$ cat src/design/mwcs_pkg.sv
// package for the microwave count sequencer: constants and carrier types
// assumes a 40 MHz time base clock and a single synchronous reset
package mwcs_pkg;
    localparam int unsigned CLK_HZ = 40000000;
    localparam int unsigned GATE_MS = 1;
    localparam int unsigned GATE_CYCLES = CLK_HZ / 1000 * GATE_MS;
    localparam logic [7:0] PRESCALE_MIN = 8'h02;
    localparam logic [7:0] PRESCALE_MAX = 8'h10;
    localparam logic [7:0] TRANSFER_MIN = 8'h01;
    localparam logic [7:0] TRANSFER_MAX = 8'hC8;
    localparam logic [7:0] COMB_FIRST = 8'h01;
    localparam logic [7:0] COMB_LAST = 8'h28;
    localparam int unsigned SETTLE_CYCLES = 64;
    localparam int unsigned FUND_HZ_MIN = 100000000;
    localparam int unsigned FUND_HZ_MAX = 500000000;
    localparam logic [7:0] COMB_MULT_DEFAULT = 8'h05;
    localparam logic [31:0] ACC_RESET = 32'h0000_0000;
    localparam logic [47:0] RESULT_RESET = 48'h0000_0000_0000;

    typedef enum logic [1:0] {
        MWCS_MODE_PRESCALE,
        MWCS_MODE_HETERODYNE,
        MWCS_MODE_TRANSFER
    } mwcs_mode_type;

    typedef struct packed {
        logic start;
        mwcs_mode_type mode;
        logic [7:0] ratio;
        logic stretch_gate;
        logic [7:0] comb_mult;
    } mwcs_cmd_type;

    typedef struct packed {
        logic done;
        logic no_signal;
        logic bad_ratio;
        logic [47:0] freq_hz;
        logic [7:0] comb_index;
    } mwcs_result_type;
endpackage

$ cat src/design/mwcs_sequencer.sv
// microwave count sequencer: gate timing, decade accumulation, scaling,
// comb search and final frequency forming
// assumes the counted signal and detector/lock levels are asynchronous pins
// Operation
// - prescaled input divided by ratio 2..16
// - scale by multiplying count or stretching gate
// - gate flip-flop timed from time base
// - accumulate divided signal, scale, then display
// - comb index starts 1, steps until video
// - controller stores current comb harmonic index
// - result is video plus index times fundamental
// - fundamental is time base times multiplier
// - transfer counting starts only after lock
// - transfer scales by gate stretch 1..200
`timescale 1ns/10ps
`default_nettype none
module mwcs_sequencer (
    input wire logic mclk,
    input wire logic sys_rst,
    input wire mwcs_pkg::mwcs_cmd_type cmd,
    input wire logic count_in,
    input wire logic video_present,
    input wire logic phase_locked,
    output logic [7:0] comb_select,
    output logic gate_open,
    output mwcs_pkg::mwcs_result_type result
);
    import mwcs_pkg::*;

    typedef enum logic [2:0] {
        ST_IDLE,
        ST_SEARCH,
        ST_SETTLE,
        ST_WAIT_LOCK,
        ST_GATE,
        ST_SCALE,
        ST_DONE
    } mwcs_state_type;

    typedef struct packed {
        mwcs_state_type state;
        logic [2:0] in_sync;
        logic [1:0] vid_sync;
        logic [1:0] lock_sync;
        logic gate_ff;
        logic [31:0] gate_left;
        logic [7:0] gate_reps;
        logic [31:0] decade_count_accumulator;
        logic [7:0] comb_index;
        logic [7:0] settle;
        mwcs_cmd_type cfg;
        mwcs_result_type res;
    } mwcs_core_type;

    mwcs_core_type core_reg;
    mwcs_core_type core_next;
    logic ratio_ok;
    logic in_rise;
    logic [47:0] fund_hz;
    logic [47:0] count_hz;
    logic [47:0] offset_hz;
    logic [47:0] ratio_hz;
    logic gate_last;
    logic search_last;

    // rising edge of the synchronised counted signal
    assign in_rise = core_reg.in_sync[1] & ~core_reg.in_sync[2];

    always_comb begin
        ratio_ok = 1'b1;
        unique case (cmd.mode)
            MWCS_MODE_PRESCALE: ratio_ok = cmd.ratio >= PRESCALE_MIN && cmd.ratio <= PRESCALE_MAX;
            MWCS_MODE_TRANSFER: ratio_ok = cmd.ratio >= TRANSFER_MIN && cmd.ratio <= TRANSFER_MAX;
            default: ratio_ok = 1'b1;
        endcase
    end

    assign fund_hz = 48'(CLK_HZ) * 48'(core_reg.cfg.comb_mult);

    // whole-millisecond gate, so count times 1000 is hertz
    assign count_hz = 48'(core_reg.decade_count_accumulator) * 48'(1000);
    // index times fundamental from the controller
    assign offset_hz = fund_hz * 48'(core_reg.comb_index);
    // multiplying path when the gate was not stretched
    assign ratio_hz = count_hz * 48'(core_reg.cfg.ratio);
    // last time base cycle of one gate slice
    assign gate_last = core_reg.gate_left == 32'h1;
    assign search_last = core_reg.comb_index == COMB_LAST;

    always_comb begin
        core_next = core_reg;
        // pins pass two flops; in_sync[2] is edge history only
        core_next.in_sync = {core_reg.in_sync[1:0], count_in};
        core_next.vid_sync = {core_reg.vid_sync[0], video_present};
        core_next.lock_sync = {core_reg.lock_sync[0], phase_locked};
        core_next.res.done = 1'b0;
        unique case (core_reg.state)
            ST_IDLE: begin
                // start taken only here; busy states ignore it
                if (cmd.start) begin
                    core_next.cfg = cmd;
                    core_next.res.no_signal = 1'b0;
                    core_next.res.bad_ratio = !ratio_ok;
                    core_next.decade_count_accumulator = ACC_RESET;
                    core_next.gate_reps = (cmd.mode != MWCS_MODE_HETERODYNE && cmd.stretch_gate)
                        ? cmd.ratio : 8'h01;
                    if (!ratio_ok) begin
                        core_next.res.done = 1'b1;
                    end else if (cmd.mode == MWCS_MODE_HETERODYNE) begin
                        core_next.comb_index = COMB_FIRST;
                        core_next.settle = 8'(SETTLE_CYCLES);
                        core_next.state = ST_SETTLE;
                    end else if (cmd.mode == MWCS_MODE_TRANSFER) begin
                        core_next.state = ST_WAIT_LOCK;
                    end else begin
                        core_next.gate_left = 32'(GATE_CYCLES);
                        core_next.state = ST_GATE;
                    end
                end
            end
            ST_SETTLE: begin
                core_next.settle = core_reg.settle - 8'h01;
                if (core_reg.settle == 8'h01) begin
                    core_next.state = ST_SEARCH;
                end
            end
            ST_SEARCH: begin
                if (core_reg.vid_sync[1]) begin
                    core_next.gate_left = 32'(GATE_CYCLES);
                    core_next.state = ST_GATE;
                end else if (search_last) begin
                    core_next.res.no_signal = 1'b1;
                    core_next.res.done = 1'b1;
                    core_next.state = ST_IDLE;
                end else begin
                    core_next.comb_index = core_reg.comb_index + 8'h01;
                    core_next.settle = 8'(SETTLE_CYCLES);
                    core_next.state = ST_SETTLE;
                end
            end
            ST_WAIT_LOCK: begin
                if (core_reg.lock_sync[1]) begin
                    core_next.gate_left = 32'(GATE_CYCLES);
                    core_next.state = ST_GATE;
                end
            end
            ST_GATE: begin
                // gate edges from time base count
                core_next.gate_ff = 1'b1;
                if (core_reg.gate_ff && in_rise) begin
                    core_next.decade_count_accumulator = core_reg.decade_count_accumulator + 32'h1;
                end
                if (core_reg.gate_ff) begin
                    core_next.gate_left = core_reg.gate_left - 32'h1;
                    if (gate_last) begin
                        if (core_reg.gate_reps == 8'h01) begin
                            core_next.gate_ff = 1'b0;
                            core_next.state = ST_SCALE;
                        end else begin
                            core_next.gate_reps = core_reg.gate_reps - 8'h01;
                            core_next.gate_left = 32'(GATE_CYCLES);
                        end
                    end
                end
            end
            ST_SCALE: begin
                if (core_reg.cfg.mode == MWCS_MODE_HETERODYNE) begin
                    core_next.res.freq_hz = count_hz + offset_hz;
                end else if (core_reg.cfg.stretch_gate) begin
                    // stretched gate already scaled the count
                    core_next.res.freq_hz = count_hz;
                end else begin
                    core_next.res.freq_hz = ratio_hz;
                end
                core_next.state = ST_DONE;
            end
            ST_DONE: begin
                core_next.res.done = 1'b1;
                core_next.state = ST_IDLE;
            end
            default: begin
                // unused state code: close the gate, fall back to idle
                core_next.gate_ff = 1'b0;
                core_next.state = ST_IDLE;
            end
        endcase
        // stored index reported in the result
        core_next.res.comb_index = core_next.comb_index;
    end

    // whole core state in one register
    always_ff @(posedge mclk) begin
        if (sys_rst) begin
            core_reg <= '0;
            core_reg.state <= ST_IDLE;
            core_reg.res.freq_hz <= RESULT_RESET;
            core_reg.cfg.comb_mult <= COMB_MULT_DEFAULT;
        end else begin
            core_reg <= core_next;
        end
    end

    // outputs straight from the core register
    assign comb_select = core_reg.comb_index;
    assign gate_open = core_reg.gate_ff;
    assign result = core_reg.res;
endmodule
`default_nettype wire

$ cat config.mk
export PLATFORM = sky130hd
export DESIGN_NAME = mwcs_sequencer
export DESIGN_NICKNAME = d
export VERILOG_FILES = /design/src/design/mwcs_pkg.sv /design/src/design/mwcs_sequencer.sv
export SDC_FILE = /design/constraint.sdc
export NUM_CORES = 2
export LEC_CHECK = 0
export BUFFER_PORTS_ARGS = -buffer_cell sky130_fd_sc_hd__clkbuf_2
export CORE_MARGIN = 8
export CORE_UTILIZATION = 60
export DETAILED_ROUTE_END_ITERATION = 10
export GPL_ROUTABILITY_DRIVEN = 0
export PLACE_DENSITY = 0.82
export REMOVE_ABC_BUFFERS = 1
export SYNTH_ARGS = -nofsm -noshare
export SYNTH_HDL_FRONTEND = slang
export SYNTH_SLANG_ARGS = --single-unit
export TNS_END_PERCENT = 100
$ cat constraint.sdc
create_clock -name mclk -period 9.96 [get_ports mclk]
set_input_delay 1.992 -clock mclk [delete_from_list [all_inputs] [get_ports mclk]]
set_output_delay 1.992 -clock mclk [all_outputs]
set_load 0.03 [all_outputs]
Word level (Yosys, flattened, before mapping). Cells that the tools add are included.

Word-level logic and storage cells: 126. Flip-flop bits (word level): 170. Output and inout bits: 68.

$lt $le $gt $ge: 4. Mux-type cells: 41. $add $sub $neg: 6. Eq/ne operators: 30. $mul: 4. Reduce and logical (&&, ||, !) cells: 20. Bitwise logic cells: 2.

Operators by type and width (number): $mux 32 (6); $pmux 32 s4 (1); $mux 111 (1); $mux 48 (2); $mux 41 (2); $pmux 40 s2 (1); $mux 16 (4); $mul 39x8->45 (1); $add 42x42->43 (1); $mux 40 (1); $mul 32x7->39 const B (1); $mul 25x8->33 (1); $add 32x1->32 const B (1); $eq 32x1->1 const B (1); $ne 2x2->1 const B (16); $sub 32x1->32 const B (1); $mux 3 (10); $mul 17x8->25 const A (1); $pmux 8 s3 (1); $pmux 3 s6 (1); $eq 8x1->1 const B (2); $pmux 8 s2 (1); $sub 8x1->8 const B (2); $reduce_and 6->1 (2); 33 further kinds (46).

Depth between registers and ports, before layout.
Word-level depth: 6. Depth in mapped cells: 45.

Worst setup path after synthesis. OpenSTA, ideal clock, no wires.

Path type: register to register. Start point: register core_reg[63] (netlist bit). End point: register core_reg, in the netlist result[50]. Data required time: 9.869 ns. Setup slack: -0.062 ns. Clock period less this slack: 10.022 ns. Library setup time: 0.091 ns. Stages on the path, launching flop included: 43. Buffers on the path: 1. Arrival: 9.931 ns. Cell sequence: dfxtp_1 ha_1 ha_1 inv_1 fa_1 inv_1 fa_1 ha_1 a21o_1 a21oi_1 o21bai_1 a211o_1 a31oi_1 o21bai_1 a21oi_1 o21bai_1 a21oi_1 xnor2_1 (+7 left out) ha_1 clkbuf_1 a21oi_1 o22ai_1 o21ai_0 nand2b_1 a21o_1 a2111o_1 o221ai_1 xnor2_1 ha_1 nand4_1 or4_1 a31oi_1 a211oi_1 o21ai_0 o211ai_1 a311oi_1.

Longest elaborated chain between the ends: 4.

Ends and longest elaborated chain: start, declared (line mwcs_sequencer.sv:55) `mwcs_core_type core_reg;`; start signal, assigned (line mwcs_sequencer.sv:199) `core_reg <= core_next;`; $mul 17x8->25 (line mwcs_sequencer.sv:78) `assign fund_hz = 48'(CLK_HZ) * 48'(core_reg.cfg.comb_mult);`; $mul 25x8->33 (line mwcs_sequencer.sv:83) `assign offset_hz = fund_hz * 48'(core_reg.comb_index);`; $add 42x42->43 (line mwcs_sequencer.sv:168) `core_next.res.freq_hz = count_hz + offset_hz;`; $mux 48 (line mwcs_sequencer.sv:167) `if (core_reg.cfg.mode == MWCS_MODE_HETERODYNE) begin`.

Every way passes these cells. A chain may end at the register's enable or synchronous reset.

Final worst setup path.
Start point: register core_reg[64] (netlist bit). End point: register core_reg, in the netlist result[50].

Same word-level chain as after synthesis.

==> impl_metrics.json <==
{
  "outcome": "complete, but fails checks",
  "violations": "setup timing",
  "p_leak_nw": 17.81,
  "yosysWarnings": 0,
  "finalInstanceArea_um2": 36330,
  "num_antenna_cells": 0,
  "viasPerCell": 5.937,
  "grt_pass1_vias": 28070,
  "drtIter0Drc": 2456,
  "n_fill_cell": 4044,
  "hpwl_um": 66400,
  "period_share_pct": 101.0,
  "tightest_slew_ns": 1.199,
  "r2r_end": "result[50]$_SDFFE_PP0P_",
  "hp-class": "reg2reg",
  "crit_path_max_incr_delay_ns": 0.57,
  "drt_pass1_iterations": 6,
  "yosysTopAreaCellShare_pct": 30.35,
  "numCtsBuffers": 17,
  "skew_ns": 0.02313,
  "portBuffers": 89,
  "yosys.area.top_type": "fa_1",
  "grt_usage_pct": 26.99,
  "avgSynthCellArea_um2": 8.443,
  "synth_edf_count": 0,
  "wl_um": 89050,
  "r2r_cells": 44,
  "placed_cell_area_um2": 34570,
  "grt_pass1_wl_um": 139600,
  "cts_tree": "built",
  "ys_seq_area_share_pct": 10.16,
  "syn_to_final_growth_pct": 11.06,
  "period_minus_slack_ns": 10.06,
  "syn_inst": 3875,
  "rsz0062_at_grt": "true",
  "power_mw": 4.879,
  "synthArstFlopShare_pct": 0,
  "largest_register_ffs": 105,
  "dieArea_um2": 62260,
  "setup_ws_ns": -0.1004,
  "end_kind": "flop",
  "min_delay_path_depth": 1,
  "ff2ff_setup_slack_ns": -0.10,
  "rows": 85,
  "fmax_ghz": 0.09940,
  "path_clk_slew_ns": 0.08,
  "layout-drive-gt1-share_pct": 13.85,
  "clk_latency_ns": 0.50,
  "ant_nets": 0,
  "hold_viol": 0,
  "antenna_found_initial": 3,
  "synthFlopType": "dfxtp_1",
  "synth.area.top_cells": "fa_1 (30%), ha_1 (12%), dfxtp_1 (10%), inv_1 (7.0%), and2_1 (6.6%)",
  "endpoint": "result[50]$_SDFFE_PP0P_",
  "ys_seq_elements": 166,
  "route.detailed.drc": 0,
  "cp_max_fo": 7,
  "power.density_nw_per_um2": 134.3,
  "slew_headroom_pct": 19.78,
  "syn_area_um2": 32720,
  "cts.htree.levels": 4,
  "root_buffer": "clkbuf_16",
  "nets": 4851,
  "finalMaxSlewViolations": 0,
  "rr_startpoint": "core_reg[64]$_SDFFE_PP0P_",
  "clockBufferDepth": 2,
  "critPathRequiredTime_ns": 10.37,
  "die_width_um": 249.5,
  "die_h_um": 249.5,
  "critPathLaunch": "core_reg[64]$_SDFFE_PP0P_",
  "drv_cap": 0,
  "grt_overflow": 0,
  "worstPathArrival_ns": 10.47,
  "io_pins": 93,
  "initial_core_util_pct": 60.68,
  "slowest_stage": "fa_1",
  "ir_drop_v": 0.0002367,
  "num_vias": 28050,
  "synth.distinct_cells": 81,
  "cts_num_sinks": 166,
  "setup_viol": 6,
  "routedWlPerCell_um": 18.85,
  "final_core_util_pct": 67.39,
  "grt_max_degree": 61,
  "startpoint_type": "flop",
  "crit_type": "reg2reg",
  "coreArea_um2": 53920
}
## layout by cell type (no fill, tap or decap), drive strengths merged, types with 8 or more instances in the layout
| cell | synthesis | layout |
|---|---|---|
| a2111oi | 8 | 8 |
| a211oi | 32 | 32 |
| a21boi | 9 | 9 |
| a21o | 75 | 75 |
| a21oi | 211 | 211 |
| a22oi | 11 | 11 |
| a311oi | 11 | 11 |
| a31oi | 21 | 21 |
| a41oi | 8 | 8 |
| and2 | 346 | 346 |
| and3 | 14 | 14 |
| and4 | 9 | 9 |
| buf | 75 | 245 |
| clkbuf | 137 | 105 |
| dfxtp | 166 | 166 |
| fa | 496 | 496 |
| ha | 313 | 313 |
| inv | 614 | 618 |
| mux2i | 9 | 9 |
| nand2 | 354 | 354 |
| nand2b | 32 | 32 |
| nand3 | 65 | 65 |
| nand4 | 26 | 26 |
| nor2 | 222 | 222 |
| nor2b | 26 | 26 |
| nor3 | 53 | 53 |
| nor4 | 18 | 18 |
| o211ai | 24 | 24 |
| o21a | 15 | 15 |
| o21ai | 109 | 109 |
| o21bai | 20 | 20 |
| o31a | 8 | 8 |
| o31ai | 12 | 12 |
| or2 | 10 | 10 |
| or3 | 19 | 19 |
| xnor2 | 136 | 136 |
| xor2 | 67 | 67 |
## critical path, delay by kind of cell, from the launching register on
| family | cells | cell delay (ns) |
|---|---|---|
| AO/OA/AOI/OAI | 13 | 2.25 |
| XOR/XNOR | 2 | 0.41 |
| adder cells (fa/ha/maj) | 10 | 4.12 |
| buffers and inverters | 9 | 1.01 |
| flip-flops | 1 | 0.37 |
| AND/OR/NAND/NOR | 10 | 1.77 |
## synthesized netlist by cell type (all sizes together), types with 11 or more instances
| cell | instances |
|---|---|
| buf | 75 |
| a211oi | 32 |
| and3 | 14 |
| and2 | 346 |
| fa | 496 |
| o21ai | 109 |
| xnor2 | 136 |
| or3 | 19 |
| o31ai | 12 |
| xor2 | 67 |
| a22oi | 11 |
| o21a | 15 |
| o21bai | 20 |
| nor2b | 26 |
| dfxtp | 166 |
| a31oi | 21 |
| a311oi | 11 |
| clkbuf | 137 |
| a21oi | 211 |
| nor2 | 222 |
| nand2 | 354 |
| nand3 | 65 |
| ha | 313 |
| inv | 614 |
| nand2b | 32 |
| nor4 | 18 |
| a21o | 75 |
| o211ai | 24 |
| nor3 | 53 |
| nand4 | 26 |
## power breakdown
group	switching, mW	internal [mW]	total, mW
Combinational	1.90	1.36	3.26
Clock	0.362	0.385	0.746
Sequential	0.118	0.758	0.875
## how the worst min path moves through the flow
stage                                   start                         to
detailed placement  core_next[173]$_SDFF_PP0_  core_next[174]$_SDFF_PP0_
floorplan           core_next[173]$_SDFF_PP0_  core_next[174]$_SDFF_PP0_
global placement    core_next[173]$_SDFF_PP0_  core_next[174]$_SDFF_PP0_
global route        core_next[173]$_SDFF_PP0_  core_next[174]$_SDFF_PP0_
finish              core_next[173]$_SDFF_PP0_  core_next[174]$_SDFF_PP0_
CTS                 core_next[173]$_SDFF_PP0_  core_next[174]$_SDFF_PP0_
## layout make-up
type | count | area, µm² | area share (%)
multi-input combinational | 2885 | 26880 | 73.98
sequential | 166 | 3342 | 9.198
inverter | 614 | 2312 | 6.364
timing repair buffer | 333 | 2295 | 6.315
tap | 696 | 870.8 | 2.397
clock buffer | 17 | 425.4 | 1.171
clock inverter | 14 | 207.7 | 0.5716
## kinds of logic (layout without fill, tap and decap cells)
logic type / after synthesis / in the layout / share of synthesized area, %
AO/OA/AOI/OAI: 638 / 638 / 12.62
XOR/XNOR: 203 / 203 / 5.434
adder cells (fa/ha/maj): 809 / 809 / 42.32
buffers and inverters: 826 / 978 / 10.28
flip-flops: 166 / 166 / 10.16
multiplexers: 10 / 10 / 0.3098
other: 1 / 3 / 0.01146
AND/OR/NAND/NOR: 1222 / 1222 / 18.87
## per-layer routing
layer	track usage (%)	routed length, µm	up-vias
met1	34.79	35050	13730
met4	9.165	3659	4
met5	0	75	-
met2	44.09	41220	1285
met3	6.745	9043	319
li1	-	-	12710
## stage by stage
stage	hold slack [ns]	cells	setup slack, ns	setup TNS (ns)
after floorplan	0.4138	3665	-0.03324	-0.03440
final	0.4428	4725	-0.1004	-0.3529
after global placement	0.4203	4661	-0.06396	-0.1236
after CTS	0.4447	4694	-0.03795	-0.06437
after detailed placement	0.4256	4661	-0.2711	-1.235
after global routing	0.4625	4725	-0.4799	-3.185
## timing repair
item	in CTS	in global routing
setup buffers	2	31
pin swaps	13	125
endpoints found under the setup margin	7	17
hold buffers	0	0
hold endpoints to repair	0	0
resized for setup	26	176
No activity file was read; power rests on OpenSTA's default activity.
